`config.mk`:
```
export PLATFORM = sky130hd
export DESIGN_NAME = iep_irq_enable_priority_regs
export DESIGN_NICKNAME = d
export VERILOG_FILES = /design/src/hw/iep_pkg.sv /design/src/hw/iep_pick.sv /design/src/hw/iep_irq_enable_priority_regs.sv
export SDC_FILE = /design/constraint.sdc
export NUM_CORES = 1
export LEC_CHECK = 0
export BUFFER_PORTS_ARGS = -buffer_cell sky130_fd_sc_hd__buf_4
export CAP_MARGIN = 20
export CELL_PAD_IN_SITES_DETAIL_PLACEMENT = 0
export CELL_PAD_IN_SITES_GLOBAL_PLACEMENT = 1
export CORE_ASPECT_RATIO = 0.75
export CORE_MARGIN = 1
export CORE_UTILIZATION = 32
export CTS_CLUSTER_SIZE = 10
export DETAILED_ROUTE_END_ITERATION = 8
export PLACE_DENSITY_LB_ADDON = 0.15
export SETUP_SLACK_MARGIN = 0.4
export SYNTH_ARGS = -nofsm -noshare
export SYNTH_HDL_FRONTEND = slang
export SYNTH_SLANG_ARGS = --single-unit
```
`constraint.sdc`:
```
create_clock -name pclk -period 1.77 [get_ports pclk]
set_input_delay 0.354 -clock pclk [delete_from_list [all_inputs] [get_ports pclk]]
set_output_delay 0.354 -clock pclk [all_outputs]
set_load 0.02 [all_outputs]
```
`src/hw/iep_pkg.sv`:
```
package iep_pkg;
   // ----------------------------------------------------------------
   // register map (byte addresses)
   // ----------------------------------------------------------------
   localparam logic [7:0] PRIO_OFFSET   = 8'hb8;
   localparam logic [7:0] ENABLE_OFFSET = 8'he8;
   localparam logic [7:0] STATUS_OFFSET = 8'hec;

   // ----------------------------------------------------------------
   // priority register fields
   // ----------------------------------------------------------------
   localparam int PRIO_EXT0_BIT = 0;
   localparam int PRIO_TMR0_BIT = 1;
   localparam int PRIO_EXT1_BIT = 2;
   localparam int PRIO_TMR1_BIT = 3;
   localparam int PRIO_WIDTH    = 4;
   localparam logic [3:0] PRIO_RESET = 4'h0;

   // ----------------------------------------------------------------
   // extended enable register fields
   // ----------------------------------------------------------------
   localparam int EN_CIPHER_BIT = 2;
   localparam int EN_TMR3_BIT   = 3;
   localparam int EN_SLEEP_BIT  = 4;
   localparam int EN_SPI_BIT    = 5;
   localparam int EN_VOICE_BIT  = 6;
   localparam logic [7:0] ENABLE_RESET = 8'h00;

   // ----------------------------------------------------------------
   // status register fields
   // ----------------------------------------------------------------
   localparam int ST_LO_SVC_BIT = 0;
   localparam int ST_HI_SVC_BIT = 1;
   localparam int ST_REQ_BIT    = 2;
   localparam int ST_HI_REQ_BIT = 3;
   localparam int ST_VEC_LSB    = 4;

   // ----------------------------------------------------------------
   // source indices, lowest index wins within a level
   // ----------------------------------------------------------------
   localparam int NUM_SRC   = 9;
   localparam int SRC_EXT0  = 0;
   localparam int SRC_TMR0  = 1;
   localparam int SRC_EXT1  = 2;
   localparam int SRC_TMR1  = 3;
   localparam int SRC_CIPH  = 4;
   localparam int SRC_TMR3  = 5;
   localparam int SRC_SLEEP = 6;
   localparam int SRC_SPI   = 7;
   localparam int SRC_VOICE = 8;
   localparam int VEC_W     = 4;
endpackage

```
`src/hw/iep_pick.sv`:
```
`timescale 1ns/1ns
`default_nettype none
// ----------------------------------------------------------------
// fixed polling order picker, one result per priority level
// ----------------------------------------------------------------
module iep_pick #(
   parameter int N = iep_pkg::NUM_SRC,
   parameter int W = iep_pkg::VEC_W
) (
   input  wire logic [N-1:0] req,
   input  wire logic [N-1:0] hi_mask,
   output logic              found_hi,
   output logic [W-1:0]      idx_hi,
   output logic              found_lo,
   output logic [W-1:0]      idx_lo
);
   initial begin
      if (N < 1 || N > (1 << W)) begin
         $error("iep_pick: source count does not fit the index width");
      end
   end

   // lowest set bit wins; shared by both levels
   function automatic logic [W:0] first_set(input logic [N-1:0] v);
      logic [W:0] r;
      r = '0;
      for (int i = N - 1; i >= 0; i--) begin
         if (v[i]) begin
            r = {1'b1, W'(i)};
         end
      end
      return r;
   endfunction

   always_comb begin
      {found_hi, idx_hi} = first_set(req & hi_mask);
      {found_lo, idx_lo} = first_set(req & ~hi_mask);
   end
endmodule
`default_nettype wire

```
`src/hw/iep_irq_enable_priority_regs.sv`:
```
// Contract
// - timer one priority bit 3 set makes its interrupt high priority.
// - external line one priority bit 2 set makes it high priority.
// - timer zero priority bit 1 set makes its interrupt high priority.
// - external line zero bit 0 set raises it; priority bits RW, reset 0.
// - enable bit 0 blocks its source request, 1 passes it; RW, reset 0.
// - enable bits: 6 voice, 5 serial, 4 sleep, 3 timer three, 2 cipher.
`timescale 1ns/1ns
`default_nettype none
module iep_irq_enable_priority_regs #(
   parameter int NSRC = iep_pkg::NUM_SRC
) (
   input  wire logic        pclk,
   input  wire logic        presetn,
   input  wire logic        psel,
   input  wire logic        penable,
   input  wire logic        pwrite,
   input  wire logic [7:0]  paddr,
   input  wire logic [31:0] pwdata,
   output logic [31:0]      prdata,
   output logic             pready,
   output logic             pslverr,
   input  wire logic        ext_line_zero_req,
   input  wire logic        timer_zero_req,
   input  wire logic        ext_line_one_req,
   input  wire logic        timer_one_req,
   input  wire logic        cipher_engine_req,
   input  wire logic        third_timer_req,
   input  wire logic        sleep_timer_req,
   input  wire logic        serial_periph_req,
   input  wire logic        voice_path_req,
   input  wire logic        core_irq_ack,
   input  wire logic        core_irq_return,
   output logic             irq_req,
   output logic             irq_high,
   output logic [3:0]       irq_vector
);
   // ----------------------------------------------------------------
   // elaboration check
   // ----------------------------------------------------------------
   initial begin
      if (NSRC != iep_pkg::NUM_SRC) begin
         $error("iep: source map is fixed at nine sources");
      end
   end

   // ----------------------------------------------------------------
   // registers and next values
   // ----------------------------------------------------------------
   logic [3:0]  prio_q,    prio_d;
   logic [7:0]  enable_q,  enable_d;
   logic [31:0] prdata_q,  prdata_d;
   logic        pready_q,  pready_d;
   logic        pslverr_q, pslverr_d;
   logic        lo_svc_q,  lo_svc_d;
   logic        hi_svc_q,  hi_svc_d;
   logic        req_q,     req_d;
   logic        high_q,    high_d;
   logic [3:0]  vec_q,     vec_d;

   logic [NSRC-1:0] src_req;
   logic [NSRC-1:0] src_hi;
   logic            found_hi;
   logic            found_lo;
   logic [3:0]      idx_hi;
   logic [3:0]      idx_lo;
   logic            setup;
   logic            access;
   logic            mapped;
   logic [31:0]     rd_word;

   // ----------------------------------------------------------------
   // request gating and level assignment
   // ----------------------------------------------------------------
   always_comb begin
      src_req = '0;
      src_hi  = '0;
      // the four classic sources have no gate in this block
      src_req[iep_pkg::SRC_EXT0]  = ext_line_zero_req;
      src_req[iep_pkg::SRC_TMR0]  = timer_zero_req;
      src_req[iep_pkg::SRC_EXT1]  = ext_line_one_req;
      src_req[iep_pkg::SRC_TMR1]  = timer_one_req;
      src_req[iep_pkg::SRC_CIPH]  = cipher_engine_req
                                  & enable_q[iep_pkg::EN_CIPHER_BIT];
      src_req[iep_pkg::SRC_TMR3]  = third_timer_req
                                  & enable_q[iep_pkg::EN_TMR3_BIT];
      src_req[iep_pkg::SRC_SLEEP] = sleep_timer_req
                                  & enable_q[iep_pkg::EN_SLEEP_BIT];
      src_req[iep_pkg::SRC_SPI]   = serial_periph_req
                                  & enable_q[iep_pkg::EN_SPI_BIT];
      src_req[iep_pkg::SRC_VOICE] = voice_path_req
                                  & enable_q[iep_pkg::EN_VOICE_BIT];
      src_hi[iep_pkg::SRC_TMR1]   = prio_q[iep_pkg::PRIO_TMR1_BIT];
      src_hi[iep_pkg::SRC_EXT1]   = prio_q[iep_pkg::PRIO_EXT1_BIT];
      src_hi[iep_pkg::SRC_TMR0]   = prio_q[iep_pkg::PRIO_TMR0_BIT];
      src_hi[iep_pkg::SRC_EXT0]   = prio_q[iep_pkg::PRIO_EXT0_BIT];
      // the extended sources' level bits lie elsewhere: they stay low here
   end

   iep_pick #(
      .N (NSRC),
      .W (iep_pkg::VEC_W)
   ) u_pick (
      .req      (src_req),
      .hi_mask  (src_hi),
      .found_hi (found_hi),
      .idx_hi   (idx_hi),
      .found_lo (found_lo),
      .idx_lo   (idx_lo)
   );

   // ----------------------------------------------------------------
   // apb decode and read mux
   // ----------------------------------------------------------------
   always_comb begin
      setup   = psel & ~penable;
      access  = psel & penable & pready_q;
      mapped  = (paddr == iep_pkg::PRIO_OFFSET)
              | (paddr == iep_pkg::ENABLE_OFFSET)
              | (paddr == iep_pkg::STATUS_OFFSET);
      rd_word = '0;
      case (paddr)
         iep_pkg::PRIO_OFFSET: begin
            rd_word[iep_pkg::PRIO_WIDTH-1:0] = prio_q;
         end
         iep_pkg::ENABLE_OFFSET: begin
            rd_word[7:0] = enable_q;
         end
         iep_pkg::STATUS_OFFSET: begin
            rd_word[iep_pkg::ST_LO_SVC_BIT] = lo_svc_q;
            rd_word[iep_pkg::ST_HI_SVC_BIT] = hi_svc_q;
            rd_word[iep_pkg::ST_REQ_BIT]    = req_q;
            rd_word[iep_pkg::ST_HI_REQ_BIT] = high_q;
            rd_word[iep_pkg::ST_VEC_LSB +: iep_pkg::VEC_W] = vec_q;
         end
         default: begin
            rd_word = '0;
         end
      endcase
   end

   // ----------------------------------------------------------------
   // register file next state
   // ----------------------------------------------------------------
   always_comb begin
      prio_d    = prio_q;
      enable_d  = enable_q;
      prdata_d  = prdata_q;
      pslverr_d = 1'b0;
      // answer fixed at one access cycle: pready rises with the setup edge
      pready_d  = setup;
      if (setup) begin
         prdata_d  = pwrite ? '0 : rd_word;
         pslverr_d = ~mapped;
      end else if (access) begin
         pslverr_d = pslverr_q;
         if (pwrite && paddr == iep_pkg::PRIO_OFFSET) begin
            prio_d = pwdata[iep_pkg::PRIO_WIDTH-1:0];
         end
         if (pwrite && paddr == iep_pkg::ENABLE_OFFSET) begin
            // the reserved bits 0, 1 and 7 are kept as plain storage
            enable_d = pwdata[7:0];
         end
      end
   end

   // ----------------------------------------------------------------
   // service levels and request presentation
   // ----------------------------------------------------------------
   always_comb begin
      lo_svc_d = lo_svc_q;
      hi_svc_d = hi_svc_q;
      // an acknowledge claims the level of the request shown that cycle
      if (core_irq_ack && req_q) begin
         if (high_q) begin
            hi_svc_d = 1'b1;
         end else begin
            lo_svc_d = 1'b1;
         end
      end else if (core_irq_return) begin
         // a return ends the innermost, i.e. highest, routine; it is ignored in a cycle that takes an acknowledge
         if (hi_svc_q) begin
            hi_svc_d = 1'b0;
         end else begin
            lo_svc_d = 1'b0;
         end
      end
      req_d  = 1'b0;
      high_d = 1'b0;
      vec_d  = vec_q;
      // hide the request in the ack cycle so it is not taken twice
      if (core_irq_ack && req_q) begin
         req_d = 1'b0;
      end else if (found_hi && !hi_svc_d) begin
         req_d  = 1'b1;
         high_d = 1'b1;
         vec_d  = idx_hi;
      end else if (found_lo && !hi_svc_d && !lo_svc_d) begin
         req_d  = 1'b1;
         vec_d  = idx_lo;
      end
   end

   // ----------------------------------------------------------------
   // flip-flops
   // ----------------------------------------------------------------
   always_ff @(posedge pclk or negedge presetn) begin
      if (!presetn) begin
         prio_q    <= iep_pkg::PRIO_RESET;
         enable_q  <= iep_pkg::ENABLE_RESET;
         prdata_q  <= 32'h0000_0000;
         pready_q  <= 1'b0;
         pslverr_q <= 1'b0;
         lo_svc_q  <= 1'b0;
         hi_svc_q  <= 1'b0;
         req_q     <= 1'b0;
         high_q    <= 1'b0;
         vec_q     <= 4'h0;
      end else begin
         prio_q    <= prio_d;
         enable_q  <= enable_d;
         prdata_q  <= prdata_d;
         pready_q  <= pready_d;
         pslverr_q <= pslverr_d;
         lo_svc_q  <= lo_svc_d;
         hi_svc_q  <= hi_svc_d;
         req_q     <= req_d;
         high_q    <= high_d;
         vec_q     <= vec_d;
      end
   end

   always_comb begin
      prdata     = prdata_q;
      pready     = pready_q;
      pslverr    = pslverr_q;
      irq_req    = req_q;
      irq_high   = high_q;
      irq_vector = vec_q;
   end
endmodule
`default_nettype wire

```
* After elaboration in Yosys (flattened, before gate mapping)
Cells that the tools add are included.
** Storage, ports and cells
- Output and inout port bits :: 40
- Flip-flop bits (word level) :: 54
- Word-level logic and storage cells :: 80
- Bits of input ports :: 56
** Cells by class
- Equality and inequality tests :: 4
- Mux-type cells :: 37
- Reductions and logical operators :: 12
- Bitwise logic cells :: 17
** Operators with widths (count)
- $mux 5 :: 18
- $eq 8x8->1 const B :: 3
- $mux 1 :: 14
- $pmux 4 s3 :: 1
- $and 9x4->9 :: 1
- $and 9x9->9 :: 1
- $not 4->9 :: 1
- $and 1x1->1 :: 8
- $mux 4 :: 2
- $mux 8 :: 1
- $pmux 4 s2 :: 1
- $logic_and 1x1->1 :: 6
- $reduce_and 3->1 :: 2
- $not 1->1 :: 4
- $logic_not 1->1 :: 2
- $ne 2x2->1 const B :: 1
- $or 1x1->1 :: 2
- $reduce_and 2->1 :: 1
- $reduce_bool 2->1 :: 1

* Logic depth before layout (Yosys ltp)
Gate-level depths: netlist (run 1).
- Depth after elaboration :: 16
- Gate-level depth with buffers :: 6
- Gate-level depth less buffers :: 5

* Cells and area by module
Synthesis (run 1) repeated with hierarchy kept, for this count alone.
** Second synthesis, totals
- Cell total of the unflattened synthesis :: 191
- Area total of the unflattened synthesis :: 1871.8 um^2
** By module, submodules not included
- iep_irq_enable_priority_regs :: cells an instance 146, area each 1577.8 um^2, times used 1, seq. area each 750.7 um^2
- iep_pick :: cells an instance 45, area each 294.0 um^2, times used 1, seq. area each 0.0 um^2

* Least setup slack after synthesis (run 1)
Ideal clock, no wire load.
- Path kind :: input-to-reg
- Start point :: input paddr[1]
- End point :: register enable_q[0]
- Cell stages on the path :: 5
- Library setup time :: 0.125 ns
- Data required time :: 1.645 ns
- Slack :: 0.231 ns
- Arrival :: 1.414 ns
- Buffers on the path :: 0
- Cell sequence :: nor2_2 nand4_2 nor4_4 nand2_4 mux2_4
** On the way
- Cells in the longest elaborated chain, start to end :: 3
** RTL lines
- start: declaration :: RTL line iep_irq_enable_priority_regs.sv:18 : input wire logic [7:0] paddr,
- $eq 8x8->1 :: RTL line iep_irq_enable_priority_regs.sv:160 : if (pwrite && paddr == iep_pkg::ENABLE_OFFSET) begin
- $logic_and 1x1->1 :: RTL line iep_irq_enable_priority_regs.sv:160
- $reduce_and 3->1 (no source line)
- end signal: assignment :: RTL line iep_irq_enable_priority_regs.sv:210 : enable_q <= iep_pkg::ENABLE_RESET;
- end signal: assignment :: RTL line iep_irq_enable_priority_regs.sv:221 : enable_q <= enable_d;
- end: declaration :: RTL line iep_irq_enable_priority_regs.sv:51 : logic [7:0] enable_q, enable_d;
Every way passes these cells.
A chain may end at the register's enable or synchronous reset.

* Worst setup path in the final report (run 1)
- Start point :: register enable_q[3]
- End point :: register vec_q[1] (netlist: irq_vector[1])
** On the way
- Cells in the longest elaborated chain, start to end :: 12
- Elaborated cells on any way between the ends :: 22
- Classes of those cells :: mux: 14; bitwise: 3; reduce/logical: 5
** RTL lines
- $and 1x1->1 (*) :: RTL line iep_irq_enable_priority_regs.sv:86 : & enable_q[iep_pkg::EN_TMR3_BIT];
- $and 9x9->9 :: RTL line iep_pick.sv:37 : {found_lo, idx_lo} = first_set(req & ~hi_mask);
- $mux 5 (6 in a row) :: RTL line iep_pick.sv:28 : if (v[i]) begin
- $logic_and 1x1->1 (2 in a row) :: RTL line iep_irq_enable_priority_regs.sv:198 : end else if (found_lo && !hi_svc_d && !lo_svc_d) begin
- $reduce_bool 2->1 (no source line)
- $reduce_and 2->1 (no source line)
- end signal: assignment :: RTL line iep_irq_enable_priority_regs.sv:229 : vec_q <= vec_d;
- end: declaration :: RTL line iep_irq_enable_priority_regs.sv:59 : logic [3:0] vec_q, vec_d;
Mark *: on every way between the ends. The rest lies on a longest branch, timed or not. The select of a mux whose other input is x is not followed.

==> reports/results.tsv, run 1 <==
stage	metric	value	unit
clock_network	CTS Buf Count	5	
sta	period utilization	88.2	%
logic_synthesis	register area share after synthesis	42.5	%
logic_synthesis	fraction of registers with async set/reset	100	%
clock_network	CTS Buffer Depth	2	
worst_setup_path	largest fanout on the critical path	5	
route	Pre-antenna DRT Iters	4	
power	Seq pwr share	45.8	%
clock_network	TritonCTS clock tree	built	
global_route	gr usage total	17.4	%
final_layout	final net count	292	
floorplan	Die Y	66.3	µm
global_route	wire length of the first global-routing pass	7.44	mm
global_route	vias in the first global route	1479	
sta	highest clock rate	641	MHz
clock_network	worst skew pair latency	0.28	ns
worst_setup_path	slowest stage delay, CP	0.42	ns
placed_design	Inst Count DP	295	
power	Logic pwr share	19.1	%
power	worst vdd ir	0.290	mV
route	Avg WL per Cell	15.3	µm
final_layout	final design utilization	44.5	%
worst_setup_path	Critical Path Source Type	flop	
final_layout	layout cells sized above 1	41.4	%
logic_synthesis	Mapped Cells	173	
worst_setup_path	Slowest-stage cell, CP	dfrtp_1	
sta	min Tclk post-route	1.56	ns
logic_synthesis	Mapped Avg Cell Area	10.2	µm²
clock_network	clk root buf	clkbuf_8	
power	total net switching power	0.000487	W
route	DR iter-0 viols	64	
final_layout	Layout Cells excl Fill	312	
worst_setup_path	CP Depth	5	
worst_setup_path	Worst Reg-to-Reg Cells	5	
clock_network	H-tree level count	2	
clock_network	Clock Sink Count	30	
worst_setup_path	kind of critical path	flop to flop	
logic_synthesis	Netlist cell types	40	
clock_network	CTS clk-pin slew, worst paths	0.08	ns
placed_design	hpwl dp	3.57	mm
worst_setup_path	arrival time worst endpoint	1.73	ns
worst_setup_path	Crit path buffers/inverters	0	
power	total leakage power	1.17	nW
power	Sw Share	30.4	%
sta	unrepaired setup endpoints after global routing	true	
status	failing checks	negative hold slack	
final_layout	antenna cells	0	
route	final wirelength	4.77	mm
worst_setup_path	worst path required time	1.94	ns
worst_setup_path	critical path capture point type	flop	
final_layout	Synth-to-Final Area Change	34.3	%
logic_synthesis	synthesis-stage register bit count	30	
route	DRC	0	
sta	Max Slew Vio Count	0	
sta	Setup TNS	0	ns
floorplan	CORE AREA	0.00532	mm²
logic_synthesis	Mapped Area	0.00177	mm²
hold_path	Hold WC Path Type	input pin to async pin	
sta	setup violators final	0	
floorplan	Total Die Area	0.00582	mm²
floorplan	Boundary Pins	96	
logic_synthesis	Yosys warning total	0	
placed_design	port bufs	47	
sta	worst hold slack	-0.00985	ns
status	status	finished with violations	
logic_synthesis	Post-synth EDFFs	0	
sta	Hold Violations, Final	11	
power	Cell Pwr Density	675	mW/mm²
route	vias	1491	
worst_setup_path	crit-path cells	a22o_1 -> and2b_2 -> a31oi_4 -> o21a_4 -> o22a_1	
global_route	GR Overflow Total	0	
logic_synthesis	ys flop type	dfrtp_1	
clock_network	CTS Hold Buffers Added	0	
power	Internal Dissipation	0.00111	W
floorplan	Initial Utilization	33.2	%
worst_setup_path	Crit path max-delay family	compound AO/OA/AOI/OAI gates	
global_route	initial antenna violation count	0	
final_layout	most frequent cells in the layout	buf_4 (58), dfrtp_1 (28), conb_1 (24), nand2_1 (18), mux2_4 (12)	
route	Vias/cell	4.78	
final_layout	most common cell after layout, fill and taps aside	buf_4	
route	antenna-violating nets left	0	
global_route	pin count of the biggest net entering global routing	31	
power	clock power share	35.1	%
sta	skew final	0.00751	ns
floorplan	Cell Rows	23	
flow_run	Max-cap violations	0	
floorplan	die width	87.8	µm
placed_design	gpl congestion	0.780	
[through the flow]
stage / area (µm²) / setup slack, ns / hold slack (ns) / total power [W]
5_1_grt: 2370 / 0.135 / 0.00836 / 0.00168
3_5_place_dp: 2160 / 0.0239 / 0.317 / 0.00104
2_1_floorplan: 1870 / 0.266 / 0.0584 / 0.000937
6_report: 2370 / 0.209 / -0.00985 / 0.00160
4_1_cts: 2350 / 0.201 / 0.00935 / 0.00161
3_3_place_gp: 2160 / 0.0389 / 0.308 / 0.00103
[cells by family (layout without fill, tap and decap cells)]
| logic type | Yosys count | count (layout) | synth area share, % |
|---|---|---|---|
| AND/OR/NAND/NOR | 48 | 48 | 14.7 |
| multiplexers | 16 | 16 | 11.6 |
| buffers and inverters | 33 | 74 | 12.2 |
| adder cells (fa/ha/maj) | 1 | 1 | 0.567 |
| flip-flops | 30 | 30 | 42.5 |
| other | 1 | 24 | 0.212 |
| AO/OA/AOI/OAI | 44 | 44 | 18.1 |
[state kept, by name, summed over array words and instances, names as in the netlist]
register and flops:
irq_high 1, lo_svc_q 1, pslverr 1, irq_req 1, pready 1, enable_q 8, hi_svc_q 1, prdata 8
prio_q 4, irq_vector 4
[routing by layer]
layer | vias up | part of all wire (%) | global-route usage, %
li1 | 700 | - | -
met1 | 706 | 46 | 24.0
met2 | 81 | 45 | 26.9
met3 | 4 | 8.5 | 4.74
met4 | 0 | 0.63 | 3.69
met5 | - | 0 | 0
[cells in the mapped netlist (5+ instances only)]
| cell type | instances | area, µm² |
|---|---|---|
| a21oi_1 | 6 | 30.0 |
| a22oi_1 | 6 | 45.0 |
| a31oi_1 | 5 | 31.3 |
| buf_4 | 24 | 180 |
| dfrtp_1 | 30 | 751 |
| inv_1 | 6 | 22.5 |
| mux2_4 | 8 | 120 |
| nand2_1 | 18 | 67.6 |
| nor2_1 | 8 | 30.0 |
| o21ai_0 | 11 | 55.1 |
[cell type report]
class	count	area (µm²)
timing repair buffer	60	458
clock inverter	3	21.3
multi-input combinational	133	953
inverter	6	22.5
tap	75	93.8
fill	525	2950
sequential	30	753
clock buffer	5	68.8
[final timing paths]
| kind | start | endpoint | slack, ns |
|---|---|---|---|
| worst min register to register | prdata[7] | prdata[7] | 0.48 |
| min in group pclk | core_irq_ack | irq_high | 0.27 |
| worst max register to register | enable_q[3] | irq_vector[1] | 0.21 |
| worst max-delay path | enable_q[3] | irq_vector[1] | 0.21 |
| max in group asynchronous | presetn | prio_q[2] | 1.46 |
| worst min-delay path | presetn | prdata[1] | -0.01 |
[power by group through the flow]
stage | logic [W] | registers [W] | clock network [W]
after global routing | 0.000332 | 0.000735 | 0.000608
after CTS | 0.000303 | 0.000733 | 0.000576
after global placement | 0.000284 | 0.000745 | 0
after detailed placement | 0.000291 | 0.000747 | 0
final | 0.000306 | 0.000733 | 0.000561
after floorplan | 0.000176 | 0.000760 | 0
[timing repair]
action / CTS / global route
endpoints found under the setup margin: 17 / 17
pin swaps: 7 / 6
cloned: 0 / 0
gates resized for setup: 12 / 2
setup buffers: 7 / 2
Power figures use the tool's default switching activity.
==> inputs of run 2 (changes only) <==
CORE_UTILIZATION = 25   (was 32)
==> run 2 against run 1 <==
  * The flow still finishes with violations (negative hold slack)
  * Utilization down 7.9 points
  * Critical path depth unchanged
  * Cell area up 5.5%
  * Sequential cell count unchanged
  * Largest cell class unchanged
  * Sequential power about the same
==> reports/results.tsv, run 2 (same netlist as run 1, synthesis figures left out) <==
stage	metric	value	unit	change
final_layout	final net count	301		+3.1%
clock_network	H-tree level count	2		unchanged
global_route	vias in the first global route	1438		-2.8%
floorplan	Initial Utilization	25.8	%	-7.3 points
final_layout	Layout Cells excl Fill	329		+5.4%
floorplan	CORE AREA	0.00683	mm²	+28%
final_layout	layout cells sized above 1	45.7	%	+4.4 points
status	failing checks	negative hold slack		
route	Avg WL per Cell	14.2	µm	-6.8%
worst_setup_path	critical path capture point type	flop		
flow_run	Max-cap violations	0		unchanged
final_layout	post-route cell area	0.00250	mm²	+5.5%
route	DRC	0		unchanged
sta	worst hold slack	-0.00105	ns	+0.00880 ns
power	Cell Pwr Density	703	mW/mm²	+4.3%
clock_network	clk root buf	clkbuf_8		
sta	Hold Violations, Final	1		-10
placed_design	Area after DPL	0.00220	mm²	+1.9%
clock_network	worst skew pair latency	0.28	ns	about the same
worst_setup_path	Worst Reg-to-Reg Cells	5		unchanged
clock_network	CTS clk-pin slew, worst paths	0.07	ns	about the same
final_layout	antenna cells	0		unchanged
clock_network	CTS Buf Count	5		unchanged
clock_network	TritonCTS clock tree	built		
floorplan	Cell Rows	26		+13%
route	vias	1442		-3.3%
global_route	wire length of the first global-routing pass	7.38	mm	-0.74%
final_layout	Synth-to-Final Area Change	41.7	%	
placed_design	Inst Count DP	308		+4.4%
floorplan	Boundary Pins	96		unchanged
sta	unrepaired setup endpoints after global routing	true		
sta	setup violators final	0		unchanged
final_layout	most frequent cells in the layout	buf_4 (67), dfrtp_1 (29), conb_1 (24), nand2_1 (18), mux2_4 (12)		
worst_setup_path	kind of critical path	flop to flop		
status	status	finished with violations		
route	Pre-antenna DRT Iters	4		unchanged
sta	min Tclk post-route	1.53	ns	-0.0265 ns
worst_setup_path	Crit Reg-Reg Endpoint	irq_vector[1]		
sta	Setup TNS	0	ns	unchanged
worst_setup_path	Critical Path Source Type	flop		
sta	Max Slew Vio Count	0		unchanged
sta	skew final	0.00756	ns	+0.0000580 ns
final_layout	final design utilization	36.6	%	-7.9 points
sta	highest clock rate	652	MHz	+1.7%
floorplan	Total Die Area	0.00741	mm²	+27%
worst_setup_path	arrival time worst endpoint	1.71	ns	-0.02 ns
route	DR iter-0 viols	33		-48%
global_route	gr usage total	13.4	%	-4.0 points
final_layout	Layout fillers	701		+34%
clock_network	Clock Sink Count	30		unchanged
global_route	pin count of the biggest net entering global routing	31		unchanged
route	antenna-violating nets left	0		unchanged
worst_setup_path	largest fanout on the critical path	5		unchanged
global_route	initial antenna violation count	0		unchanged
worst_setup_path	flop2flop setup slack	0.24	ns	+0.03 ns
clock_network	CTS Buffer Depth	2		unchanged
worst_setup_path	worst path required time	1.94	ns	about the same
floorplan	Die Y	74.8	µm	+13%
route	final wirelength	4.69	mm	-1.7%
placed_design	port bufs	47		unchanged
route	Vias/cell	4.38		-8.3%
worst_setup_path	RR Startpoint	enable_q[3]		
hold_path	Hold WC Path Type	input pin to async pin		
power	total leakage power	1.23	nW	+5.7%
placed_design	hpwl dp	3.47	mm	-2.6%
placed_design	gpl congestion	0.732		-6.2%
clock_network	CTS Hold Buffers Added	0		unchanged
final_layout	most common cell after layout, fill and taps aside	buf_4		
global_route	GR Overflow Total	0		unchanged
sta	period utilization	86.7	%	-1.5 points
power	worst vdd ir	0.298	mV	+2.8%
floorplan	die width	99.0	µm	+13%
[run 2: cell count changes in the layout (fill, tap and decap cells not counted), moves of 2 or more]
cell / previous run / this run
nor2_1: 8 / 5
o21ai_1: 0 / 2
buf_4: 58 / 67
nor2_2: 0 / 3
o21ai_0: 11 / 9
[run 2: what timing repair did]
action                                  4_1_cts  5_1_grt
pin swaps                                     9        5
endpoints found under the setup margin       17       19
setup buffers                                11        3
resized for setup                            14        8
[run 2: critical path: stages, from the launching register on]
cell     delay, ns
dfrtp_1       0.38
a22o_1        0.23
and2b_2       0.26
a31oi_4       0.11
o21a_4        0.26
o22a_1        0.19
[run 2: metrics by stage]
| step | worst slack, ns | power (W) |
|---|---|---|
| 2_1_floorplan | 0.266 | 0.000937 |
| 3_3_place_gp | 0.0281 | 0.00104 |
| 3_5_place_dp | 0.0261 | 0.00104 |
| 4_1_cts | 0.251 | 0.00177 |
| 5_1_grt | 0.200 | 0.00183 |
| 6_report | 0.236 | 0.00176 |
[run 2: layout make-up]
cell class	count	area [µm²]	share of cell area, %
Inverter	6	22.5	0.900
Sequential cell	30	752	30.0
Tap cell	84	105	4.20
Clock buffer	6	82.6	3.30
Timing Repair Buffer	69	526	21.0
Multi-Input combinational cell	133	985	39.3
Clock inverter	1	30.0	1.20
[run 2: worst max-delay path by stage]
stage	start	endpoint	slack, ns	depth (start not counted)
final	enable_q[3]	irq_vector[1]	0.24	5
after detailed placement	paddr[1]	enable_q[3]	0.03	6
after CTS	enable_q[3]	irq_vector[1]	0.25	5
after floorplan	paddr[1]	enable_q[0]	0.27	5
after global routing	enable_q[3]	irq_vector[1]	0.20	5
after global placement	paddr[1]	enable_q[2]	0.03	6
[run 2: layer usage]
layer	share of wire, %	wire length (µm)	vias to the layer above	GRT usage [%]
met4	0.90	42	0	3.48
met2	42	1970	42	21.0
li1	-	-	713	-
met1	52	2450	680	18.4
met3	4.9	228	7	3.71
met5	0	0	-	0
[run 2: report_power, final]
group          switching [W]  internal [W]  total (W)
registers          0.0000255      0.000708   0.000733
clock network       0.000266      0.000450   0.000716
logic               0.000178      0.000134   0.000312
total               0.000469       0.00129    0.00176
